===== src/logic/xpb_pkg.sv =====
// external port buffer package: register map, field layout, packing codes
// assumes a 32-bit register port and a 48-bit internal word
package xpb_pkg;
	// ****************************************************************
	// register map
	// ****************************************************************
	localparam logic [7:0] XPB_CTRL    = 8'h00;
	localparam logic [7:0] XPB_SECOND_MODE_REGISTER   = 8'h04;
	localparam logic [7:0] XPB_STATUS  = 8'h08;
	localparam logic [7:0] XPB_BUF_LO  = 8'h0C;
	localparam logic [7:0] XPB_BUF_HI  = 8'h10;

	// ****************************************************************
	// field positions and reset values
	// ****************************************************************
	localparam int XPB_PACK_LSB   = 0;
	localparam int XPB_SLV_EN_BIT = 3;
	localparam int XPB_MST_EN_BIT = 4;
	localparam int XPB_MST_DIR    = 5;
	localparam int XPB_LOCK_BIT   = 0;
	localparam logic [2:0]  XPB_PACK_RST = 3'h4;
	localparam logic [31:0] XPB_ZERO     = 32'h0000_0000;
	localparam int XPB_IW = 48;
	localparam int XPB_XW = 32;

	// ****************************************************************
	// packing select codes
	// ****************************************************************
	typedef enum logic [2:0] {
		XPB_P16_I32 = 3'b001,
		XPB_P16_I48 = 3'b010,
		XPB_P32_I48 = 3'b011,
		XPB_P32_I32 = 3'b100,
		XPB_P8_I48  = 3'b101,
		XPB_P8_I32  = 3'b110
	} xpb_pack_e;
endpackage : xpb_pkg


===== src/logic/xpb_stream_if.sv =====
// external port buffer stream between the two-entry buffer and the packer
// assumes both ends on one clock
`timescale 1ns/1ps
`default_nettype none
interface xpb_stream_if;
	logic [47:0] data;
	logic        valid;
	logic        ready;
	modport src (output data, output valid, input ready);
	modport dst (input data, input valid, output ready);
endinterface : xpb_stream_if
`default_nettype wire


===== src/logic/xpb_fifo2.sv =====
// two-entry buffer for internal words
// assumes a synchronous push/pop handshake
`timescale 1ns/1ps
`default_nettype none
module xpb_fifo2 #(
	parameter int W = 48
) (
	input  wire logic         clk_i,
	input  wire logic         rst_i,
	input  wire logic [W-1:0] in_data_i,
	input  wire logic         in_valid_i,
	output logic              in_ready_o,
	output logic [1:0]        count_o,
	xpb_stream_if.src         out
);
	logic [W-1:0] mem [2];
	logic [W-1:0] next_mem [2];
	logic         rd_ptr, next_rd_ptr;
	logic [1:0]   count, next_count;
	logic         push, pop;

	assign in_ready_o = (count != 2'h2);
	assign count_o    = count;
	assign out.valid  = (count != 2'h0);
	assign out.data   = mem[rd_ptr];
	assign push       = in_valid_i && in_ready_o;
	assign pop        = out.valid && out.ready;

	always_comb begin
		next_mem    = mem;
		next_rd_ptr = rd_ptr ^ pop;
		next_count  = count + {1'b0, push} - {1'b0, pop};
		if (push) begin
			next_mem[rd_ptr ^ count[0]] = in_data_i;
		end
	end

	always_ff @(posedge clk_i or posedge rst_i) begin
		if (rst_i) begin
			mem[0] <= '0;
			mem[1] <= '0;
			rd_ptr <= 1'b0;
			count  <= 2'h0;
		end else begin
			mem    <= next_mem;
			rd_ptr <= next_rd_ptr;
			count  <= next_count;
		end
	end
endmodule : xpb_fifo2
`default_nettype wire


===== src/logic/xpb_packer.sv =====
// packer: splits one internal word into external beats per packing code
// assumes the packing code is steady while a word is being unpacked
`timescale 1ns/1ps
`default_nettype none
module xpb_packer
	import xpb_pkg::*;
(
	input  wire logic        clk_i,
	input  wire logic        rst_i,
	input  wire logic [2:0]  pack_i,
	input  wire logic        take_i,
	output logic [31:0]      ext_data_o,
	output logic             ext_valid_o,
	xpb_stream_if.dst        in
);
	logic [47:0] shreg, next_shreg;
	logic [2:0]  beats, next_beats;
	logic [31:0] ext_data, next_ext_data;
	logic        ext_valid, next_ext_valid;
	logic [5:0]  w;
	logic [2:0]  n;
	logic        load;

	// beat width and count for the selected packing
	always_comb begin
		case (pack_i)
			XPB_P16_I32: begin w = 6'd16; n = 3'd2; end // RULE2
			XPB_P8_I32:  begin w = 6'd8;  n = 3'd4; end // RULE2
			XPB_P16_I48: begin w = 6'd16; n = 3'd3; end // RULE3
			XPB_P32_I48: begin w = 6'd32; n = 3'd2; end // RULE3
			XPB_P8_I48:  begin w = 6'd8;  n = 3'd6; end // RULE3
			default:     begin w = 6'd32; n = 3'd1; end // RULE1
		endcase
	end

	assign in.ready = !ext_valid;
	assign load     = in.valid && in.ready;

	always_comb begin
		logic [47:0] src;
		logic [47:0] msk;
		src            = load ? in.data : shreg;
		msk            = (48'h1 << w) - 48'h1;
		next_shreg     = shreg;
		next_beats     = beats;
		next_ext_data  = ext_data;
		next_ext_valid = ext_valid;
		if (load || (take_i && ext_valid && beats > 3'd1)) begin // RULE6
			next_ext_data  = 32'(src & msk);
			next_shreg     = src >> w;
			next_beats     = load ? n : beats - 3'd1;
			next_ext_valid = 1'b1;
		end else if (take_i && ext_valid) begin
			next_ext_valid = 1'b0;
			next_beats     = 3'd0;
		end
	end

	always_ff @(posedge clk_i or posedge rst_i) begin
		if (rst_i) begin
			shreg     <= '0;
			beats     <= 3'd0;
			ext_data  <= XPB_ZERO;
			ext_valid <= 1'b0;
		end else begin
			shreg     <= next_shreg;
			beats     <= next_beats;
			ext_data  <= next_ext_data;
			ext_valid <= next_ext_valid;
		end
	end

	assign ext_data_o  = ext_data;
	assign ext_valid_o = ext_valid;
endmodule : xpb_packer
`default_nettype wire


===== src/logic/xpb_port.sv =====
// external port buffer top: register port, core/dma fill, host read, bus lock
// assumes one 10 MHz clock, registers reached by a plain strobe port
//
// Operation
// [RULE1] code 100 sends one 32-bit word each
// [RULE2] codes 001, 100, 110 use 32-bit internal
// [RULE3] 48-bit internal: 010 x16, 011 x32, 101 x8
// [RULE4] device fills buffer, host reads it out
// [RULE5] master dma may run beside slave dma
// [RULE6] host gets each word once, in order
// [RULE7] lock bit requests bus, owner flag pollable
// [RULE8] locked owner keeps others off the bus
// [RULE9] core may write buffer words directly
// [RULE10] dma channels can be disabled and re-enabled
// [RULE11] core writes serialised with dma pushes
`timescale 1ns/1ps
`default_nettype none
module xpb_port (
	input  wire logic        CLK_I,
	input  wire logic        RESET_I,
	input  wire logic [7:0]  ADDR_I,
	input  wire logic [31:0] WDATA_I,
	input  wire logic        WR_I,
	input  wire logic        RD_I,
	output logic [31:0]      RDATA_O,
	input  wire logic [47:0] DMA_DATA_I,
	input  wire logic        DMA_VALID_I,
	output logic             DMA_READY_O,
	input  wire logic        HOST_RD_I,
	output logic [31:0]      HOST_DATA_O,
	output logic             HOST_VALID_O,
	input  wire logic        BUS_GRANT_I,
	output logic             BUS_REQ_O,
	output logic             BUS_LOCK_O,
	output logic             MDMA_ACTIVE_O,
	output logic             MDMA_DIR_O
);
	import xpb_pkg::*;

	// ****************************************************************
	// state
	// ****************************************************************
	logic [2:0]  packing_select_field, next_packing_select_field;
	logic        slave_en, next_slave_en;
	logic        master_en, next_master_en;
	logic        master_dir, next_master_dir;
	logic        bus_lock_bit, next_bus_lock_bit;
	logic        bus_owner_flag, next_bus_owner_flag;
	logic        bus_req, next_bus_req;
	logic        bus_lock_out, next_bus_lock_out;
	logic        mdma_active, next_mdma_active;
	logic [15:0] buf_hi, next_buf_hi;
	logic [47:0] core_word, next_core_word;
	logic        core_pending, next_core_pending;
	logic        dma_ready, next_dma_ready;
	logic [31:0] rdata, next_rdata;

	logic [47:0] push_data;
	logic        push_valid;
	logic        push_ready;
	logic [1:0]  fill;
	logic        dma_push;
	logic        core_push;
	logic        core_wr;

	xpb_stream_if st ();

	// ****************************************************************
	// fill path: dma has the slot it was offered, core word goes next
	// ****************************************************************
	assign dma_push   = DMA_VALID_I && dma_ready;                  // RULE4
	assign core_push  = core_pending && !dma_push && push_ready;   // RULE11
	assign push_valid = dma_push || core_push;
	assign push_data  = dma_push ? DMA_DATA_I : core_word;
	assign core_wr    = WR_I && ADDR_I == XPB_BUF_LO;

	xpb_fifo2 #(
		.W (XPB_IW)
	) u_fifo (
		.clk_i      (CLK_I),
		.rst_i      (RESET_I),
		.in_data_i  (push_data),
		.in_valid_i (push_valid),
		.in_ready_o (push_ready),
		.count_o    (fill),
		.out        (st.src)
	);

	xpb_packer u_pack (
		.clk_i       (CLK_I),
		.rst_i       (RESET_I),
		.pack_i      (packing_select_field),
		.take_i      (HOST_RD_I),
		.ext_data_o  (HOST_DATA_O),
		.ext_valid_o (HOST_VALID_O),
		.in          (st.dst)
	);

	// ****************************************************************
	// next-state logic
	// ****************************************************************
	always_comb begin
		logic [1:0] fill_after;
		fill_after                = fill + {1'b0, push_valid} - {1'b0, st.valid && st.ready};
		next_packing_select_field = packing_select_field;
		next_slave_en             = slave_en;
		next_master_en            = master_en;
		next_master_dir           = master_dir;
		next_bus_lock_bit         = bus_lock_bit;
		next_buf_hi               = buf_hi;
		next_core_word            = core_word;
		next_core_pending         = core_pending && !core_push;
		next_rdata                = XPB_ZERO;
		if (WR_I) begin
			case (ADDR_I)
				XPB_CTRL: begin
					next_packing_select_field = WDATA_I[XPB_PACK_LSB +: 3];
					next_slave_en             = WDATA_I[XPB_SLV_EN_BIT];  // RULE10
					next_master_en            = WDATA_I[XPB_MST_EN_BIT];  // RULE5
					next_master_dir           = WDATA_I[XPB_MST_DIR];
				end
				XPB_SECOND_MODE_REGISTER:  next_bus_lock_bit = WDATA_I[XPB_LOCK_BIT];
				XPB_BUF_HI: next_buf_hi = WDATA_I[15:0];
				XPB_BUF_LO: begin
					if (!core_pending) begin
						next_core_word    = {buf_hi, WDATA_I};          // RULE9
						next_core_pending = 1'b1;
					end
				end
				default: ;
			endcase
		end
		if (RD_I) begin
			case (ADDR_I)
				XPB_CTRL:   next_rdata = {26'h0, master_dir, master_en, slave_en,
					packing_select_field};
				XPB_SECOND_MODE_REGISTER:  next_rdata = {31'h0, bus_lock_bit};
				XPB_STATUS: next_rdata = {27'h0, HOST_VALID_O, fill, core_pending,
					bus_owner_flag};                                    // RULE7
				XPB_BUF_HI: next_rdata = {16'h0, buf_hi};
				default:    next_rdata = XPB_ZERO;
			endcase
		end
		// slave dma offered a slot only when the buffer is empty and no core word waits
		next_dma_ready      = next_slave_en && !next_core_pending
			&& fill_after == 2'h0;                                      // RULE11
		next_bus_req        = next_bus_lock_bit || next_master_en;     // RULE7
		next_bus_owner_flag = bus_req && BUS_GRANT_I;
		next_bus_lock_out   = bus_lock_bit && bus_owner_flag;          // RULE8
		next_mdma_active    = master_en && bus_owner_flag;             // RULE5
	end

	// ****************************************************************
	// registers
	// ****************************************************************
	always_ff @(posedge CLK_I or posedge RESET_I) begin
		if (RESET_I) begin
			packing_select_field <= XPB_PACK_RST;
			slave_en             <= 1'b0;
			master_en            <= 1'b0;
			master_dir           <= 1'b0;
			bus_lock_bit         <= 1'b0;
			bus_owner_flag       <= 1'b0;
			bus_req              <= 1'b0;
			bus_lock_out         <= 1'b0;
			mdma_active          <= 1'b0;
			buf_hi               <= 16'h0000;
			core_word            <= 48'h0000_0000_0000;
			core_pending         <= 1'b0;
			dma_ready            <= 1'b0;
			rdata                <= XPB_ZERO;
		end else begin
			packing_select_field <= next_packing_select_field;
			slave_en             <= next_slave_en;
			master_en            <= next_master_en;
			master_dir           <= next_master_dir;
			bus_lock_bit         <= next_bus_lock_bit;
			bus_owner_flag       <= next_bus_owner_flag;
			bus_req              <= next_bus_req;
			bus_lock_out         <= next_bus_lock_out;
			mdma_active          <= next_mdma_active;
			buf_hi               <= next_buf_hi;
			core_word            <= next_core_word;
			core_pending         <= next_core_pending;
			dma_ready            <= next_dma_ready;
			rdata                <= next_rdata;
		end
	end

	assign RDATA_O       = rdata;
	assign DMA_READY_O   = dma_ready;
	assign BUS_REQ_O     = bus_req;
	assign BUS_LOCK_O    = bus_lock_out;
	assign MDMA_ACTIVE_O = mdma_active;
	assign MDMA_DIR_O    = master_dir;
endmodule : xpb_port
`default_nettype wire


===== config.mk =====
export PLATFORM = sky130hd
export DESIGN_NAME = xpb_port
export DESIGN_NICKNAME = d
export VERILOG_FILES = /design/src/logic/xpb_pkg.sv /design/src/logic/xpb_stream_if.sv /design/src/logic/xpb_fifo2.sv /design/src/logic/xpb_packer.sv /design/src/logic/xpb_port.sv
export SDC_FILE = /design/constraint.sdc
export NUM_CORES = 1
export LEC_CHECK = 0
export CORE_MARGIN = 2
export CORE_UTILIZATION = 40
export DETAILED_ROUTE_END_ITERATION = 6
export DONT_BUFFER_PORTS = 1
export PLACE_DENSITY = 0.52
export RECOVER_POWER = 100
export SLEW_MARGIN = 20
export SYNTH_ARGS = -nofsm -noshare
export SYNTH_HDL_FRONTEND = slang
export SYNTH_SLANG_ARGS = --single-unit

===== constraint.sdc =====
create_clock -name CLK_I -period 9.5 [get_ports CLK_I]
set_input_delay 0.475 -clock CLK_I [delete_from_list [all_inputs] [get_ports CLK_I]]
set_output_delay 0.475 -clock CLK_I [all_outputs]
set_load 0.01 [all_outputs]

==> results by group <==
Status
  • Status: complete, but fails checks
  • Failing checks: max-capacitance violations, max-slew violations

Critical path
  • CP Class: flop to flop
  • Critical Path RT: 9.84 ns
  • WP data arrival: 5.72 ns
  • Worst r2r path cells: 5
  • Startpoint types: flop
  • Worst setup EP type: flop
  • CP max FO: 54

Placement
  • Worst slack at placement: 5.30 ns
  • Final GP Congestion: 0.883
  • Placed instance area: 0.0134 sq mm
  • Post-detail-place hpwl: 25300 um
  • Port Buffers: 0
  • Placed instance count: 1604

Global route
  • GRT overflow: 0
  • Largest net degree at the start of global routing: 127
  • First-pass GRT wire length: 56200 um
  • All-layer global routing usage: 21.5%
  • Antenna violations before repair: 0
  • Vias in the first global route: 9098

Synthesis
  • Post-synth EDFFs: 0
  • Ys Warns: 0
  • Primary FF master, synth: dfrtp_1
  • Syn Std Cell Area: 0.0132 sq mm
  • Most frequent cell after synthesis: dfrtp_1
  • Top cells by count, synth: 275 x dfrtp_1, 132 x nor2_1, 129 x a21oi_1
  • Synth area leader: dfrtp_1
  • Avg Inst Size Synth: 10.6 sq um
  • Register bit total from synthesis: 276
  • Async SR Flop Fraction: 100%
  • Mapped Cells: 1244
  • Top post-synthesis cells by area: dfrtp_1 52%, mux2_2 8.2%, mux2i_1 6.1%
  • Distinct cells, synth: 61
  • Post-synth top area share: 52.3%
  • Post-synthesis sequential area ratio: 52.5%

CTS
  • Clock-pin slew on the worst setup and hold paths: 0.06 ns
  • H-tree levels: 1
  • TritonCTS clock tree: done
  • Resized Gates After CTS: 0
  • CTS Buf Count: 31
  • # hold bufs at CTS: 1
  • Clk sinks: 276
  • Clk root buf: clkbuf_16
  • CTS max path bufs: 3
  • Clk_lat worst skew: 0.56 ns
  • Post-CTS Setup Inserts: 0

Hold path
  • Hold path depth: 1
  • Min-Delay Path Class: input pin to flop

STA
  • RSZ-0062 raised after global routing: false
  • Max frequency: 186 MHz
  • Slew Limit Headroom: -295%
  • Minimum clock period: 5.38 ns
  • Fin crit share: 56.6%
  • Slew Viols, Final: 537
  • Fin worst setup slack: 4.12 ns
  • Setup TNS: 0 ns
  • Setup violators final: 0
  • Slew at the pin with the worst max-slew slack: 5.89 ns
  • Worst clock skew: 0.0161 ns
  • Hold Vio Cnt, Final: 0

Power and ir drop
  • Maximum vdd drop: 0.153 mV
  • Pleak: 6.89 nW
  • PwrDens: 261 mW/mm^2

Routing
  • Via density: 5.61
  • Residual DRC count: 0
  • Wire per inst: 22.0 um
  • DR iter-0 viols: 715
  • Final antenna-violating net count: 0
  • Vias post-DR: 9336
  • TritonRoute pass-1 iters: 5
  • Total Wirelength: 36600 um

Layout
  • Sequential cell area: 0.00691 sq mm
  • Finished Cell Area: 0.0144 sq mm
  • Final net count: 1298
  • Area growth from synthesis to layout: 9.39%
  • Non-filler instance count after layout: 1664
  • Fillers: 3096
  • Layout cells sized above 1: 14.1%
  • Multi-input logic area: 0.00569 sq mm

Die
  • Site Rows: 66
  • DIE HEIGHT: 185 um
  • Die area: 0.0344 sq mm
  • Initial Util: 40.5%
  • Core area: 0.0325 sq mm
  • I/O pins: 165
  • Die X: 185 um

Job
  • Max cap viols: 8
## layout by cell type, fill, tap and decap left out, types with 10 or more instances in the layout
| cell type | synthesis | routed |
|---|---|---|
| a31oi_1 | 10 | 10 |
| a21oi_1 | 129 | 129 |
| clkbuf_1 | 48 | 12 |
| nand3_1 | 17 | 17 |
| and2_1 | 15 | 11 |
| clkbuf_8 | 0 | 11 |
| nor3_1 | 23 | 23 |
| nand2_1 | 107 | 106 |
| o31ai_1 | 24 | 24 |
| nand4_1 | 12 | 12 |
| mux2i_1 | 80 | 80 |
| conb_1 | 1 | 16 |
| o211ai_1 | 17 | 17 |
| clkbuf_16 | 0 | 31 |
| dfrtp_1 | 275 | 274 |
| a22o_1 | 24 | 24 |
| and3_1 | 12 | 12 |
| mux2_2 | 96 | 95 |
| o21ai_0 | 26 | 28 |
| nor2_1 | 132 | 133 |
| inv_1 | 17 | 17 |
## logic make-up (layout without fill, tap and decap cells)
group / Yosys count / in the layout / synth area share [%]
AO/OA/AOI/OAI: 294 / 294 / 14.2
buffers and inverters: 128 / 90 / 4.64
XOR/XNOR: 8 / 8 / 0.590
other: 1 / 17 / 0.0285
AND/OR/NAND/NOR: 346 / 346 / 11.6
multiplexers: 184 / 184 / 15.7
flip-flops: 276 / 276 / 52.5
adder cells (fa/ha/maj): 7 / 7 / 0.666
## area by class of cell
type / count / share of cell area, %
antenna: 1 / 0.0174
clock buffer: 48 / 6.60
clock inverter: 10 / 0.913
inverter: 19 / 0.522
multi-input combinational: 855 / 39.5
sequential: 276 / 48.0
tap: 442 / 3.84
timing repair buffer: 13 / 0.539
## registers in the layout (all words and copies together) (netlist names), 2 cells and up
name and cells:
buf_hi 16, RDATA_O 16, core_word 48, u_fifo.mem 96
u_fifo.count_o 2, u_pack.shreg 48, u_pack.beats 3, u_pack.ext_data_o 32
packing_select_field 3
## through the flow
stage                     power [mW]  util (%)  hold WS, ns
after floorplan                 2.25         -        0.467
after global placement          2.52      41.2        0.487
after detailed placement        2.53      41.2        0.493
after CTS                       3.79      44.5       0.0111
after global routing            3.97      44.3       0.0411
final                           3.76      44.3       0.0528
## power breakdown
group	total [mW]	internal [mW]	switching, mW	leakage (nW)
clock	1.25	0.764	0.487	0.535
combinational	0.974	0.325	0.649	2.58
sequential	1.53	1.37	0.162	3.77
total	3.76	2.46	1.30	6.89
## layer usage
metal	GRT usage, %	part of all wire, %
met1	31.4	46
met2	32.2	45
met3	4.36	6.9
met4	5.87	2.3
met5	0	0
## path summary, 6_finish.rpt
| kind | startpoint | slack, ns | end |
|---|---|---|---|
| worst max-delay path | u_fifo.rd_ptr | 4.12 | u_fifo.mem[86] |
| worst min register to register | core_word[24] | 0.50 | core_word[24] |
| worst max register to register | u_fifo.rd_ptr | 4.12 | u_fifo.mem[86] |
| max in group asynchronous | RESET_I | 5.02 | u_fifo.rd_ptr |
| worst min-delay path | BUS_GRANT_I | 0.05 | bus_owner_flag |
| min in group asynchronous | RESET_I | 1.64 | u_fifo.mem[90] |
## critical path, stage by stage (launching register included)
cell	delay (ns)
dfrtp_2	0.34
buf_4	0.62
xor2_1	0.18
nor2_1	1.99
clkbuf_1	1.75
a21oi_1	0.16
(Power assumes the default switching activity.)
